[src/design/dpll_cfg_pkg.sv]
package dpll_cfg_pkg;

   // ==========================================================
   // Register offsets
   localparam logic [7:0] OFF_PIN_SIX_MAP  = 8'hE6;
   localparam logic [7:0] OFF_DELAY_EDGE   = 8'hEC;
   localparam logic [7:0] OFF_LOCK_RANGE   = 8'hED;
   localparam logic [7:0] OFF_MON_HO_MASK  = 8'hF4;
   localparam logic [7:0] OFF_REF_FAIL_MSK = 8'hF5;
   localparam logic [7:0] OFF_MON_LIMIT    = 8'hF7;

   // ==========================================================
   // Reset values
   localparam logic [7:0] RST_PIN_SIX_MAP  = 8'h72;
   localparam logic [7:0] RST_DELAY_EDGE   = 8'h00;
   localparam logic [7:0] RST_LOCK_RANGE   = 8'h07;
   localparam logic [7:0] RST_MON_HO_MASK  = 8'hF0;
   localparam logic [7:0] RST_REF_FAIL_MSK = 8'h00;
   localparam logic [7:0] RST_MON_LIMIT    = 8'h33;

   // ==========================================================
   // Field positions
   localparam int IDX_LSB      = 0;
   localparam int IDX_W        = 7;
   localparam int ROLE_BIT     = 7;
   localparam int DELAY_LSB    = 0;
   localparam int DELAY_W      = 5;
   localparam int SENS_LSB     = 6;
   localparam int RANGE_LSB    = 0;
   localparam int RANGE_W      = 3;
   localparam int HO_MASK_BIT  = 4;
   localparam int RF_MASK_BIT  = 0;
   localparam int TABLE_BITS   = 128;
   localparam int TS_W         = 16;
   localparam int OFF_W        = 12;
   localparam int PPM_W        = 9;

   // ==========================================================
   // Hold-in / pull-in range codes
   localparam logic [2:0] RANGE_UNLIMITED = 3'h7;

   // Input sensitivity modes
   typedef enum logic [1:0] {
      SENS_RISE = 2'h0,
      SENS_FALL = 2'h1,
      SENS_LOW  = 2'h2,
      SENS_HIGH = 2'h3
   } sens_t;

   // Pulse tracker states, Gray along idle -> pulse
   typedef enum logic [1:0] {
      TRK_IDLE  = 2'h0,
      TRK_PULSE = 2'h1
   } trk_state_t;

endpackage

[src/design/ref_event_if.sv]
`timescale 1ns/10ps
// Carries sensitivity mode and timing points between the register bank and the reference sampler
interface ref_event_if;
   import dpll_cfg_pkg::*;
   sens_t             sens;
   logic              event_pulse;
   logic [TS_W-1:0]   event_time;
   modport bank    (output sens, input event_pulse, input event_time);
   modport sampler (input sens, output event_pulse, output event_time);
endinterface

[src/design/ref_sampler.sv]
`timescale 1ns/10ps
module ref_sampler
   import dpll_cfg_pkg::*;
(
   input  wire logic  mclk_in,
   input  wire logic  rst_b_in,
   input  wire logic  ce_in,
   input  wire logic  ref_clk_in,
   ref_event_if.sampler ev
);

   typedef struct packed {
      trk_state_t      st;
      logic            ref_prev;
      logic [TS_W-1:0] now;
      logic [TS_W-1:0] start;
      logic            pulse;
      logic [TS_W-1:0] tpoint;
   } smp_t;

   smp_t smp_q;
   smp_t smp_d;
   logic active_lvl;
   logic act_prev;
   logic [TS_W-1:0] width;

   // ==========================================================
   // Timing point extraction
   // Pulse modes report the midpoint, so the event is late by half a pulse
   always_comb begin
      smp_d          = smp_q;
      smp_d.ref_prev = ref_clk_in;
      smp_d.now      = smp_q.now + 16'h0001;
      smp_d.pulse    = 1'b0;
      active_lvl     = (ev.sens == SENS_HIGH) ? ref_clk_in : ~ref_clk_in;
      act_prev       = (ev.sens == SENS_HIGH) ? smp_q.ref_prev : ~smp_q.ref_prev;
      width          = smp_q.now - smp_q.start;
      unique case (ev.sens)
         SENS_RISE: begin
            if (ref_clk_in && !smp_q.ref_prev) begin
               smp_d.pulse  = 1'b1;
               smp_d.tpoint = smp_q.now;
            end
            smp_d.st = TRK_IDLE;
         end
         SENS_FALL: begin
            if (!ref_clk_in && smp_q.ref_prev) begin
               smp_d.pulse  = 1'b1;
               smp_d.tpoint = smp_q.now;
            end
            smp_d.st = TRK_IDLE;
         end
         SENS_LOW, SENS_HIGH: begin
            unique case (smp_q.st)
               TRK_IDLE: begin
                  if (active_lvl && !act_prev) begin
                     smp_d.start = smp_q.now;
                     smp_d.st    = TRK_PULSE;
                  end
               end
               TRK_PULSE: begin
                  if (!active_lvl) begin
                     smp_d.pulse  = 1'b1;
                     smp_d.tpoint = smp_q.start + (width >> 1);
                     smp_d.st     = TRK_IDLE;
                  end
               end
               default: smp_d.st = TRK_IDLE;
            endcase
         end
      endcase
   end

   // Single state register, frozen while clock enable is low
   always_ff @(posedge mclk_in or negedge rst_b_in) begin
      if (!rst_b_in) begin
         smp_q <= '0;
      end else if (ce_in) begin
         smp_q <= smp_d;
      end
   end

   assign ev.event_pulse = smp_q.pulse;
   assign ev.event_time  = smp_q.tpoint;
endmodule

[src/design/dpll_ref_monitor_cfg.sv]
`timescale 1ns/10ps
module dpll_ref_monitor_cfg
   import dpll_cfg_pkg::*;
(
   input  wire logic                  mclk_in,
   input  wire logic                  rst_b_in,
   input  wire logic                  ce_in,
   input  wire logic [7:0]            reg_addr_in,
   input  wire logic                  reg_wr_en_in,
   input  wire logic                  reg_rd_en_in,
   input  wire logic [7:0]            reg_wdata_in,
   output logic      [7:0]            reg_rdata_out,
   input  wire logic                  pin_six_in,
   output logic                       pin_six_out,
   output logic                       pin_six_oe_b_out,
   input  wire logic [TABLE_BITS-1:0] status_table_in,
   output logic      [TABLE_BITS-1:0] control_table_out,
   input  wire logic                  ref_clk_in,
   output logic                       ref_event_out,
   output logic      [TS_W-1:0]       ref_event_time_out,
   input  wire logic                  offset_valid_in,
   input  wire logic [OFF_W-1:0]      offset_tenth_ppm_in,
   output logic                       ref_accepted_out,
   output logic                       ref_fail_alarm_out,
   output logic                       holdover_request_out,
   output logic      [DELAY_W-1:0]    holdover_delay_code_out,
   output logic      [PPM_W-1:0]      lock_range_ppm_out,
   output logic                       lock_range_unlimited_out
);

   // ==========================================================
   // Lookup functions
   // Limits are in tenths of a ppm so the half-ppm entries stay exact
   function automatic logic [OFF_W-1:0] accept_limit(input logic [2:0] code);
      unique case (code)
         3'h0: accept_limit = 12'h05C;
         3'h1: accept_limit = 12'h190;
         3'h2: accept_limit = 12'h280;
         3'h3: accept_limit = 12'h3E8;
         3'h4: accept_limit = 12'h08A;
         3'h5: accept_limit = 12'h0F6;
         3'h6: accept_limit = 12'h150;
         3'h7: accept_limit = 12'h208;
      endcase
   endfunction

   // Each rejection limit sits above its acceptance limit, leaving a hold band
   function automatic logic [OFF_W-1:0] reject_limit(input logic [2:0] code);
      unique case (code)
         3'h0: reject_limit = 12'h078;
         3'h1: reject_limit = 12'h208;
         3'h2: reject_limit = 12'h33E;
         3'h3: reject_limit = 12'h514;
         3'h4: reject_limit = 12'h0B4;
         3'h5: reject_limit = 12'h140;
         3'h6: reject_limit = 12'h1DB;
         3'h7: reject_limit = 12'h2A3;
      endcase
   endfunction

   // Reserved codes report zero ppm, limited; software must not use them
   function automatic logic [PPM_W-1:0] lock_ppm(input logic [2:0] code);
      unique case (code)
         3'h0: lock_ppm = 9'h00C;
         3'h1: lock_ppm = 9'h034;
         3'h2: lock_ppm = 9'h053;
         3'h3: lock_ppm = 9'h082;
         3'h4: lock_ppm = 9'h190;
         default: lock_ppm = 9'h000;
      endcase
   endfunction

   // ==========================================================
   // State
   typedef struct packed {
      logic [7:0]            pin_map;
      logic [7:0]            delay_edge;
      logic [7:0]            lock_range;
      logic [7:0]            ho_mask;
      logic [7:0]            rf_mask;
      logic [7:0]            mon_limit;
      logic [7:0]            rdata;
      logic [TABLE_BITS-1:0] ctrl;
      logic                  pin_o;
      logic                  accepted;
   } bank_t;

   bank_t bank_q;
   bank_t bank_d;

   logic [IDX_W-1:0]   pin_idx;
   logic               pin_role;
   logic               status_sel;
   logic [OFF_W-1:0]   acc_lim;
   logic [OFF_W-1:0]   rej_lim;
   logic [RANGE_W-1:0] mon_code;
   logic               alarm;

   // Sensitivity goes down to the sampler, timing points come back up
   ref_event_if ev_if ();

   // ==========================================================
   // Field views
   assign pin_idx    = bank_q.pin_map[IDX_LSB +: IDX_W];
   assign pin_role   = bank_q.pin_map[ROLE_BIT];
   assign status_sel = status_table_in[pin_idx];
   assign mon_code   = bank_q.mon_limit[RANGE_LSB +: RANGE_W];
   assign acc_lim    = accept_limit(mon_code);
   assign rej_lim    = reject_limit(mon_code);
   assign alarm      = ~bank_q.accepted;
   assign ev_if.sens = sens_t'(bank_q.delay_edge[SENS_LSB +: 2]);

   // ==========================================================
   // Next state: register writes, read data, pin, monitor
   always_comb begin
      bank_d = bank_q;
      // Register port; unmapped reads return zero, unmapped writes drop
      if (reg_wr_en_in) begin
         unique case (reg_addr_in)
            OFF_PIN_SIX_MAP:  bank_d.pin_map    = reg_wdata_in;
            OFF_DELAY_EDGE:   bank_d.delay_edge = reg_wdata_in;
            OFF_LOCK_RANGE:   bank_d.lock_range = reg_wdata_in;
            OFF_MON_HO_MASK:  bank_d.ho_mask    = reg_wdata_in;
            OFF_REF_FAIL_MSK: bank_d.rf_mask    = reg_wdata_in;
            OFF_MON_LIMIT:    bank_d.mon_limit  = reg_wdata_in;
            default: ;
         endcase
      end
      // Reads see the value from before a write in the same cycle
      if (reg_rd_en_in) begin
         unique case (reg_addr_in)
            OFF_PIN_SIX_MAP:  bank_d.rdata = bank_q.pin_map;
            OFF_DELAY_EDGE:   bank_d.rdata = bank_q.delay_edge;
            OFF_LOCK_RANGE:   bank_d.rdata = bank_q.lock_range;
            OFF_MON_HO_MASK:  bank_d.rdata = bank_q.ho_mask;
            OFF_REF_FAIL_MSK: bank_d.rdata = bank_q.rf_mask;
            OFF_MON_LIMIT:    bank_d.rdata = bank_q.mon_limit;
            default:          bank_d.rdata = 8'h00;
         endcase
      end
      // Pin as control input writes only the addressed table bit
      if (!pin_role) begin
         bank_d.ctrl[pin_idx] = pin_six_in;
      end
      // Pin as status output copies the addressed status bit
      bank_d.pin_o = pin_role ? status_sel : 1'b0;
      // Hysteresis: the band between the limits holds the last verdict
      if (offset_valid_in) begin
         if (offset_tenth_ppm_in <= acc_lim) begin
            bank_d.accepted = 1'b1;
         end else if (offset_tenth_ppm_in > rej_lim) begin
            bank_d.accepted = 1'b0;
         end
      end
   end

   // Single state register, frozen while clock enable is low
   // Verdict resets to accepted so no alarm or holdover request leaves reset
   always_ff @(posedge mclk_in or negedge rst_b_in) begin
      if (!rst_b_in) begin
         bank_q            <= '0;
         bank_q.pin_map    <= RST_PIN_SIX_MAP;
         bank_q.delay_edge <= RST_DELAY_EDGE;
         bank_q.lock_range <= RST_LOCK_RANGE;
         bank_q.ho_mask    <= RST_MON_HO_MASK;
         bank_q.rf_mask    <= RST_REF_FAIL_MSK;
         bank_q.mon_limit  <= RST_MON_LIMIT;
         bank_q.accepted   <= 1'b1;
      end else if (ce_in) begin
         bank_q <= bank_d;
      end
   end

   // ==========================================================
   // Reference sampler
   ref_sampler u_sampler (
      .mclk_in    (mclk_in),
      .rst_b_in   (rst_b_in),
      .ce_in      (ce_in),
      .ref_clk_in (ref_clk_in),
      .ev         (ev_if.sampler)
   );

   // ==========================================================
   // Outputs
   assign reg_rdata_out            = bank_q.rdata;
   assign pin_six_out              = bank_q.pin_o;
   assign pin_six_oe_b_out         = ~pin_role;
   assign control_table_out        = bank_q.ctrl;
   assign ref_event_out            = ev_if.event_pulse;
   assign ref_event_time_out       = ev_if.event_time;
   assign ref_accepted_out         = bank_q.accepted;
   // Masks gate the alarm's effects, not the monitor verdict itself
   assign ref_fail_alarm_out       = alarm & bank_q.rf_mask[RF_MASK_BIT];
   assign holdover_request_out     = alarm & bank_q.ho_mask[HO_MASK_BIT];
   assign holdover_delay_code_out  = bank_q.delay_edge[DELAY_LSB +: DELAY_W];
   // Range is decoded from the register; reserved codes show zero ppm, limited
   assign lock_range_ppm_out       = lock_ppm(bank_q.lock_range[RANGE_LSB +: RANGE_W]);
   assign lock_range_unlimited_out = bank_q.lock_range[RANGE_LSB +: RANGE_W] == RANGE_UNLIMITED;
endmodule

[config.mk]
export PLATFORM = sky130hd
export DESIGN_NAME = dpll_ref_monitor_cfg
export DESIGN_NICKNAME = d
export VERILOG_FILES = /design/src/design/dpll_cfg_pkg.sv /design/src/design/ref_event_if.sv /design/src/design/ref_sampler.sv /design/src/design/dpll_ref_monitor_cfg.sv
export SDC_FILE = /design/constraint.sdc
export NUM_CORES = 1
export LEC_CHECK = 0
export BUFFER_PORTS_ARGS = -buffer_cell sky130_fd_sc_hd__buf_2
export CORE_UTILIZATION = 35
export CTS_CLUSTER_SIZE = 20
export DETAILED_ROUTE_END_ITERATION = 7
export PLACE_DENSITY = 0.63
export SETUP_SLACK_MARGIN = 0.4
export SYNTH_ARGS = -nofsm -noshare
export SYNTH_HDL_FRONTEND = slang
export SYNTH_HIERARCHICAL = 1
export SYNTH_SLANG_ARGS = --single-unit
[constraint.sdc]
create_clock -name mclk_in -period 5.02 [get_ports mclk_in]
set_input_delay 0.502 -clock mclk_in [delete_from_list [all_inputs] [get_ports mclk_in]]
set_output_delay 0.502 -clock mclk_in [all_outputs]
set_load 0.005 [all_outputs]
==> impl_metrics.toml, run 1 <==
[clock_network]
tritoncts = "done"
cts_buffer_depth = 3
clk-insertion-delay-late_ns = 0.55
numCtsBuffers = 27
clock_sinks = 237
cts-root-buf = "clkbuf_16"
htreeDepth = 1
clkSlewWorstSetupHoldPaths_ns = 0.06

[sta]
layout_min_cycle_time_ns = 3.78
skew_ns = 0.0215
fin_crit_sh = 0.753
timing.setup.tns_ns = 0
drv_slew = 0
rsz0062_at_grt = "false"
finalHoldViolCount = 0
tightest_slew_ns = 1.26
slew_headroom = 0.156
setup_violations = 0
fin_ws_ns = 1.24
fmax_ghz = 0.265

[yosys]
synth_cells = 1487
postSynthAreaPerCell_um2 = 10.0
synth-seq-area-share = 0.399
yosys_warnings = 6
synth_top_area_frac = 0.371
synth_top_cell_by_area = "dfrtp_1"
synth_edf_count = 0
ys.flop_type = "dfrtp_1"
async_reset_ff_frac = 1.00
syn_nets = 1710
synth_cell_types = 75
yosys_register_bits = 237
syn-cell-area_um2 = 14900
synthTopCellsByArea = "dfrtp_1, mux2_2, buf_4"

[floorplan]
die_area_um2 = 43400
io_pins = 337
core_um2 = 41900
initial_core_util = 0.355
std_cell_rows = 75
die_x_um = 208
die_h_um = 208

[global_routing]
grt-ovfl-total = 0
grt_first_pass_wirelength_mm = 64.9
antenna_found_initial = 8
grt.total_usage = 0.189
grt_max_degree = 129
grt_pass1_vias = 11400

[finish]
final_cells = 2195
drive_above_1_share = 0.365
nFillCells = 4093
synthToLayoutAreaGrowth_pct = 12.8
fin_nets = 1854

[placement]
dp_slack_ns = 1.34
gp_congestion = 0.880
port_buffers = 336
dp.cells = 2140
place_hpwl_mm = 30.6

[route]
wire_per_inst_um = 19.0
ant_nets = 0
num_vias = 11400
via_per_inst = 5.21
drt_iter0_drc = 624
drc = 0
detail_route.first_pass.iterations = 5
finalWirelength_mm = 41.7

[critical_path]
path_class = "register to register"
worstSetupEndpointType = "register"
cp.required_ns = 5.44
cp-start-kind = "register"
critPathMaxFanout = 7
cp.arrival_ns = 4.20

[outcome]
status = "finished, final reports clean"

[power]
p_switching_mw = 1.68
p_int_mw = 3.91
p_per_area_nw_per_um2 = 332
seqPwrFrac = 0.371
power_frac_clock = 0.388
vdd_drop_max_v = 0.000179
leakagePower_nw = 8.33
p_sw_frac = 0.300
combPwrFrac = 0.241
total_power_mw = 5.58

[min_path]
hold_path_class = "input pin to register"

[flow_run]
cap_violations = 0
-- flip-flops by register name, summed over array words and instances (netlist names) --
name / flops
bank_q: 43
ref_accepted_out: 1
u_sampler/smp_q: 34
u_sampler/ev.event_time: 16
reg_rdata_out: 8
control_table_out: 128
u_sampler/ev.event_pulse: 1
holdover_delay_code_out: 5
pin_six_out: 1
-- layout by cell type, fill, tap and decap left out, types with 34 or more instances in the layout --
cell type / count
dfrtp_1: 220
o21ai_0: 69
buf_2: 334
o22ai_1: 37
inv_1: 34
ha_1: 57
mux2_2: 174
nand2_1: 157
a21oi_1: 36
nor2_1: 100
mux2i_1: 75
-- power by group through the flow --
stage	logic (mW)	clock network (mW)	registers [mW]
finish	1.35	2.16	2.07
global route	1.49	2.28	2.08
CTS	1.34	2.22	2.07
detailed placement	1.32	0	2.10
global placement	1.30	0	2.10
floorplan	0.969	0	2.07
-- cells in the mapped netlist (30+ instances only) --
cell,number
dfrtp_1,221
clkbuf_1,40
buf_4,164
a21oi_1,36
inv_1,34
mux2_2,174
nor2_1,100
o22ai_1,37
ha_1,57
o21ai_0,69
xnor2_1,30
mux2i_1,75
nand2_1,157
-- per-layer routing --
| layer | wire length, um | up-vias | track usage |
|---|---|---|---|
| met5 | 55 | - | 0 |
| met4 | 1530 | 8 | 0.0784 |
| met3 | 2270 | 86 | 0.0296 |
| met2 | 20400 | 356 | 0.325 |
| met1 | 17500 | 5633 | 0.235 |
| li1 | - | 5358 | - |
-- metrics by stage --
step	util	hold slack [ns]	instance area [um2]
after floorplan	-	0.206	14900
after global placement	0.377	0.457	15800
after detailed placement	0.377	0.465	15800
after CTS	0.400	0.233	16800
after global routing	0.400	0.286	16800
final	0.401	0.264	16800
-- worst max-delay path: stages (launching register included) --
cell,delay [ns]
dfrtp_1,0.44
nand2b_4,0.17
inv_1,0.05
fa_1,0.40
nor2b_1,0.18
o2111ai_1,0.14
a21oi_1,0.23
a21oi_1,0.12
o31ai_1,0.31
xor2_1,0.20
ha_1,0.33
a21oi_1,0.21
o31ai_1,0.12
a31o_2,0.23
a41oi_1,0.22
xor2_1,0.18
o221ai_1,0.12
-- final timing paths --
kind	cells after the start	endpoint	from	slack, ns
setup / recovery	16	u_sampler/ev.event_time[14]$_DFFE_PN0P_	u_sampler/smp_q[33]$_DFFE_PN0P_	1.24
hold / removal	3	bank_q[138]$_DFFE_PN1P_	reg_wdata_in[0]	0.26
setup reg to reg	16	u_sampler/ev.event_time[14]$_DFFE_PN0P_	u_sampler/smp_q[33]$_DFFE_PN0P_	1.24
hold reg to reg	2	u_sampler/ev.event_time[7]$_DFFE_PN0P_	u_sampler/ev.event_time[7]$_DFFE_PN0P_	0.47
max in group asynchronous	3	control_table_out[109]$_DFFE_PN0P_	rst_b_in	3.26
min in group asynchronous	2	bank_q[146]$_DFFE_PN0P_	rst_b_in	0.53
-- timing repair --
| action | in CTS | in global routing |
|---|---|---|
| resized for setup | 0 | 0 |
| hold buffers | 1 | 0 |
| endpoints found under the hold margin | 58 | 0 |
| buffers inserted | 0 | 0 |
-- cells by family (layout without fill, tap and decap cells) --
| group | Yosys count | count (layout) | share of synthesized area |
|---|---|---|---|
| mux | 251 | 251 | 0.183 |
| buf+inv | 266 | 431 | 0.113 |
| other cells | 0 | 4 | 0 |
| xor+xnor | 42 | 42 | 0.0247 |
| fa+ha+maj | 59 | 59 | 0.0506 |
| simple gates | 375 | 375 | 0.115 |
| flops | 237 | 237 | 0.399 |
| compound gates | 257 | 257 | 0.114 |
-- layout make-up --
type	instances	area [um2]	area share
inverter	35	131	0.00782
sequential	237	5950	0.354
timing repair buffer	346	1780	0.106
multi-input combinational	984	7280	0.433
antenna	4	10.0	0.000596
clock buffer	40	795	0.0473
tap	539	674	0.0401
clock inverter	10	179	0.0106
(Power assumes the default switching activity.)
==> run 2: changes to the inputs <==
--- a/config.mk
+++ b/config.mk
@@ -9,7 +9,7 @@
 export CORE_UTILIZATION = 35
 export CTS_CLUSTER_SIZE = 20
 export DETAILED_ROUTE_END_ITERATION = 7
-export PLACE_DENSITY = 0.63
+export PLACE_DENSITY = 0.65
 export SETUP_SLACK_MARGIN = 0.4
 export SYNTH_ARGS = -nofsm -noshare
 export SYNTH_HDL_FRONTEND = slang
==> constraint.sdc (replaced) <==
create_clock -name mclk_in -period 3.4 [get_ports mclk_in]
set_input_delay 0.34 -clock mclk_in [delete_from_list [all_inputs] [get_ports mclk_in]]
set_output_delay 0.34 -clock mclk_in [all_outputs]
set_load 0.005 [all_outputs]
==> run 2 against run 1 <==
Critical path depth shrank 2. Design area increased by 5.0%. Power increased by 63%. Worst setup slack got worse by 1.2 ns. Fmax grew 12%. Clock power is 50% higher. Combinational power rose by 110%. Non-clock buffer count rose by 58. Highest routed layer unchanged.
==> impl_metrics.toml, run 2 (synthesis gave the netlist of run 1 again) <==
[power]
leakagePower_nw = 8.67
p_per_area_nw_per_um2 = 516
p_int_mw = 6.31
combPwrFrac = 0.311
seqPwrFrac = 0.332
p_sw_frac = 0.308
p_switching_mw = 2.81
vdd_drop_max_v = 0.000334
power_frac_clock = 0.357

[flow_run]
cap_violations = 0

[critical_path]
cp.arrival_ns = 3.80
cp-start-kind = "register"
worstSetupEndpointType = "register"
r2r_start = "u_sampler/smp_q[34]$_DFFE_PN0P_"
crit_family = "compound AO/OA/AOI/OAI gates"
r2r_setup_slack_ns = 0.01
cp.required_ns = 3.81
critPathBufInv = 1
reg2reg_to = "u_sampler/ev.event_time[13]$_DFFE_PN0P_"
max_stage_delay_ns = 0.45
cpMaxStageDelayCell = "a2111o_1"
path_class = "register to register"
r2r_cells = 14
critPathMaxFanout = 3
path_cells = "buf_6 > ha_4 > a2111o_1 > a31oi_4 > o31ai_4 > a31oi_1 > xnor2_1 > ha_1 > a21o_1 > a21oi_2 > o21ba_2 > nor3_2 > a2111oi_2 > o211ai_1"

[finish]
drive_above_1_share = 0.418
most-common-layout-cells = "buf_2, dfrtp_1, mux2_2"
final_cells = 2253
largest_register_ffs = 128
synthToLayoutAreaGrowth_pct = 18.5
layout_commonest_cell = "buf_2"
fin_nets = 1913

[placement]
place_hpwl_mm = 32.2
gp_congestion = 0.872
port_buffers = 336
dp.cells = 2176
dp_slack_ns = -0.0460

[min_path]
hold_path_class = "input pin to register"
hold_end = "ref_accepted_out$_DFFE_PN1P_"
hold_path_depth = 2
min-delay-start = "offset_valid_in"

[sta]
layout_min_cycle_time_ns = 3.39
drv_slew = 0
fmax_ghz = 0.295
rsz0062_at_grt = "true"
tightest_slew_ns = 1.16
fin_ws_ns = 0.0111
skew_ns = 0.0166
finalHoldViolCount = 0
setup_violations = 0
slew_headroom = 0.224
fin_crit_sh = 0.997

[clock_network]
tritoncts = "done"
clkSlewWorstSetupHoldPaths_ns = 0.07
cts_buffer_depth = 3
clock_sinks = 237
cts-root-buf = "clkbuf_16"
htreeDepth = 1
clk-insertion-delay-late_ns = 0.55
numCtsBuffers = 28

[route]
finalWirelength_mm = 43.6
via_per_inst = 5.19
num_vias = 11700
ant_nets = 0
detail_route.first_pass.iterations = 5
drt_iter0_drc = 613
drc = 0
wire_per_inst_um = 19.4

[floorplan]
io_pins = 337
die_x_um = 208
core_um2 = 41900
die_area_um2 = 43400
initial_core_util = 0.355
die_h_um = 208
std_cell_rows = 75

[global_routing]
grt_max_degree = 123
antenna_found_initial = 4
grt_first_pass_wirelength_mm = 67.1
grt_pass1_vias = 11900
grt.total_usage = 0.196
grt-ovfl-total = 0

[outcome]
status = "finished, final reports clean"
## run 2: cell types whose count changed in the layout (fill, tap and decap cells not counted), sizes merged
cell    change
buf        +58
clkbuf      +4
clkinv      -3
diode       -2
inv         +2
bufinv      -1
## run 2: per-stage QoR
stage | hold slack (ns) | setup TNS (ns) | total power, mW | utilization | cell area [um2]
floorplan | 0.0444 | 0 | 4.58 | - | 15000
global placement | 0.461 | -0.0576 | 5.28 | 0.386 | 16200
detailed placement | 0.462 | -0.0796 | 5.32 | 0.386 | 16200
CTS | 0.0424 | 0 | 8.87 | 0.416 | 17500
global route | 0.0579 | -0.508 | 9.51 | 0.421 | 17600
finish | 0.0817 | 0 | 9.11 | 0.421 | 17700
## run 2: timing repair
item                                    in CTS  in global routing
gates resized for setup                     29                 30
endpoints found under the setup margin       9                 27
pin swaps                                   37                 42
buffers inserted                            14                  8
endpoints found under the hold margin      101                  0
hold buffers                                 1                  0
## run 2: final cells by class
cell class,instances,area (um2)
multi-input combinational,984,7610
tap,539,674
antenna,2,5.00
fill,3989,24300
timing repair buffer,404,2260
clock inverter,8,151
sequential,237,5960
clock buffer,44,862
inverter,35,131
## run 2: worst register-to-register path, cell delays in order, from the launching register on
cell,delay (ns)
dfrtp_1,0.39
buf_6,0.13
ha_4,0.23
a2111o_1,0.45
a31oi_4,0.27
o31ai_4,0.10
a31oi_1,0.22
xnor2_1,0.10
ha_1,0.32
a21o_1,0.19
a21oi_2,0.16
o21ba_2,0.20
nor3_2,0.05
a2111oi_2,0.32
o211ai_1,0.14
## run 2: power groups by stage
stage               combinational (mW)  sequential (mW)  clock [mW]
CTS                               2.50             3.02        3.35
finish                            2.84             3.02        3.25
global route                      3.04             3.04        3.44
detailed placement                2.25             3.07           0
global placement                  2.22             3.06           0
floorplan                         1.52             3.07           0
## run 2: per-layer routing
layer  global-route usage  up-vias  wire, um
li1                     -     5469         -
met1                0.231     5739     17500
met2                0.348      394     21800
met3               0.0412       87      2810
met4               0.0731        6      1550
met5                    0        -        38
## run 2: how the worst max path moves through the flow
stage,from,end,slack [ns],depth (start not counted)
after floorplan,u_sampler/smp_q[18]$_DFFE_PN0P_,u_sampler/ev.event_time[15]$_DFFE_PN0P_,0.17,15
after global placement,u_sampler/smp_q[17]$_DFFE_PN0P_,u_sampler/ev.event_time[15]$_DFFE_PN0P_,-0.03,16
after detailed placement,u_sampler/smp_q[17]$_DFFE_PN0P_,u_sampler/ev.event_time[14]$_DFFE_PN0P_,-0.05,16
after CTS,u_sampler/smp_q[17]$_DFFE_PN0P_,u_sampler/ev.event_time[14]$_DFFE_PN0P_,0.1,16
after global routing,u_sampler/smp_q[34]$_DFFE_PN0P_,u_sampler/ev.event_time[13]$_DFFE_PN0P_,-0.17,14
final,u_sampler/smp_q[34]$_DFFE_PN0P_,u_sampler/ev.event_time[13]$_DFFE_PN0P_,0.01,14
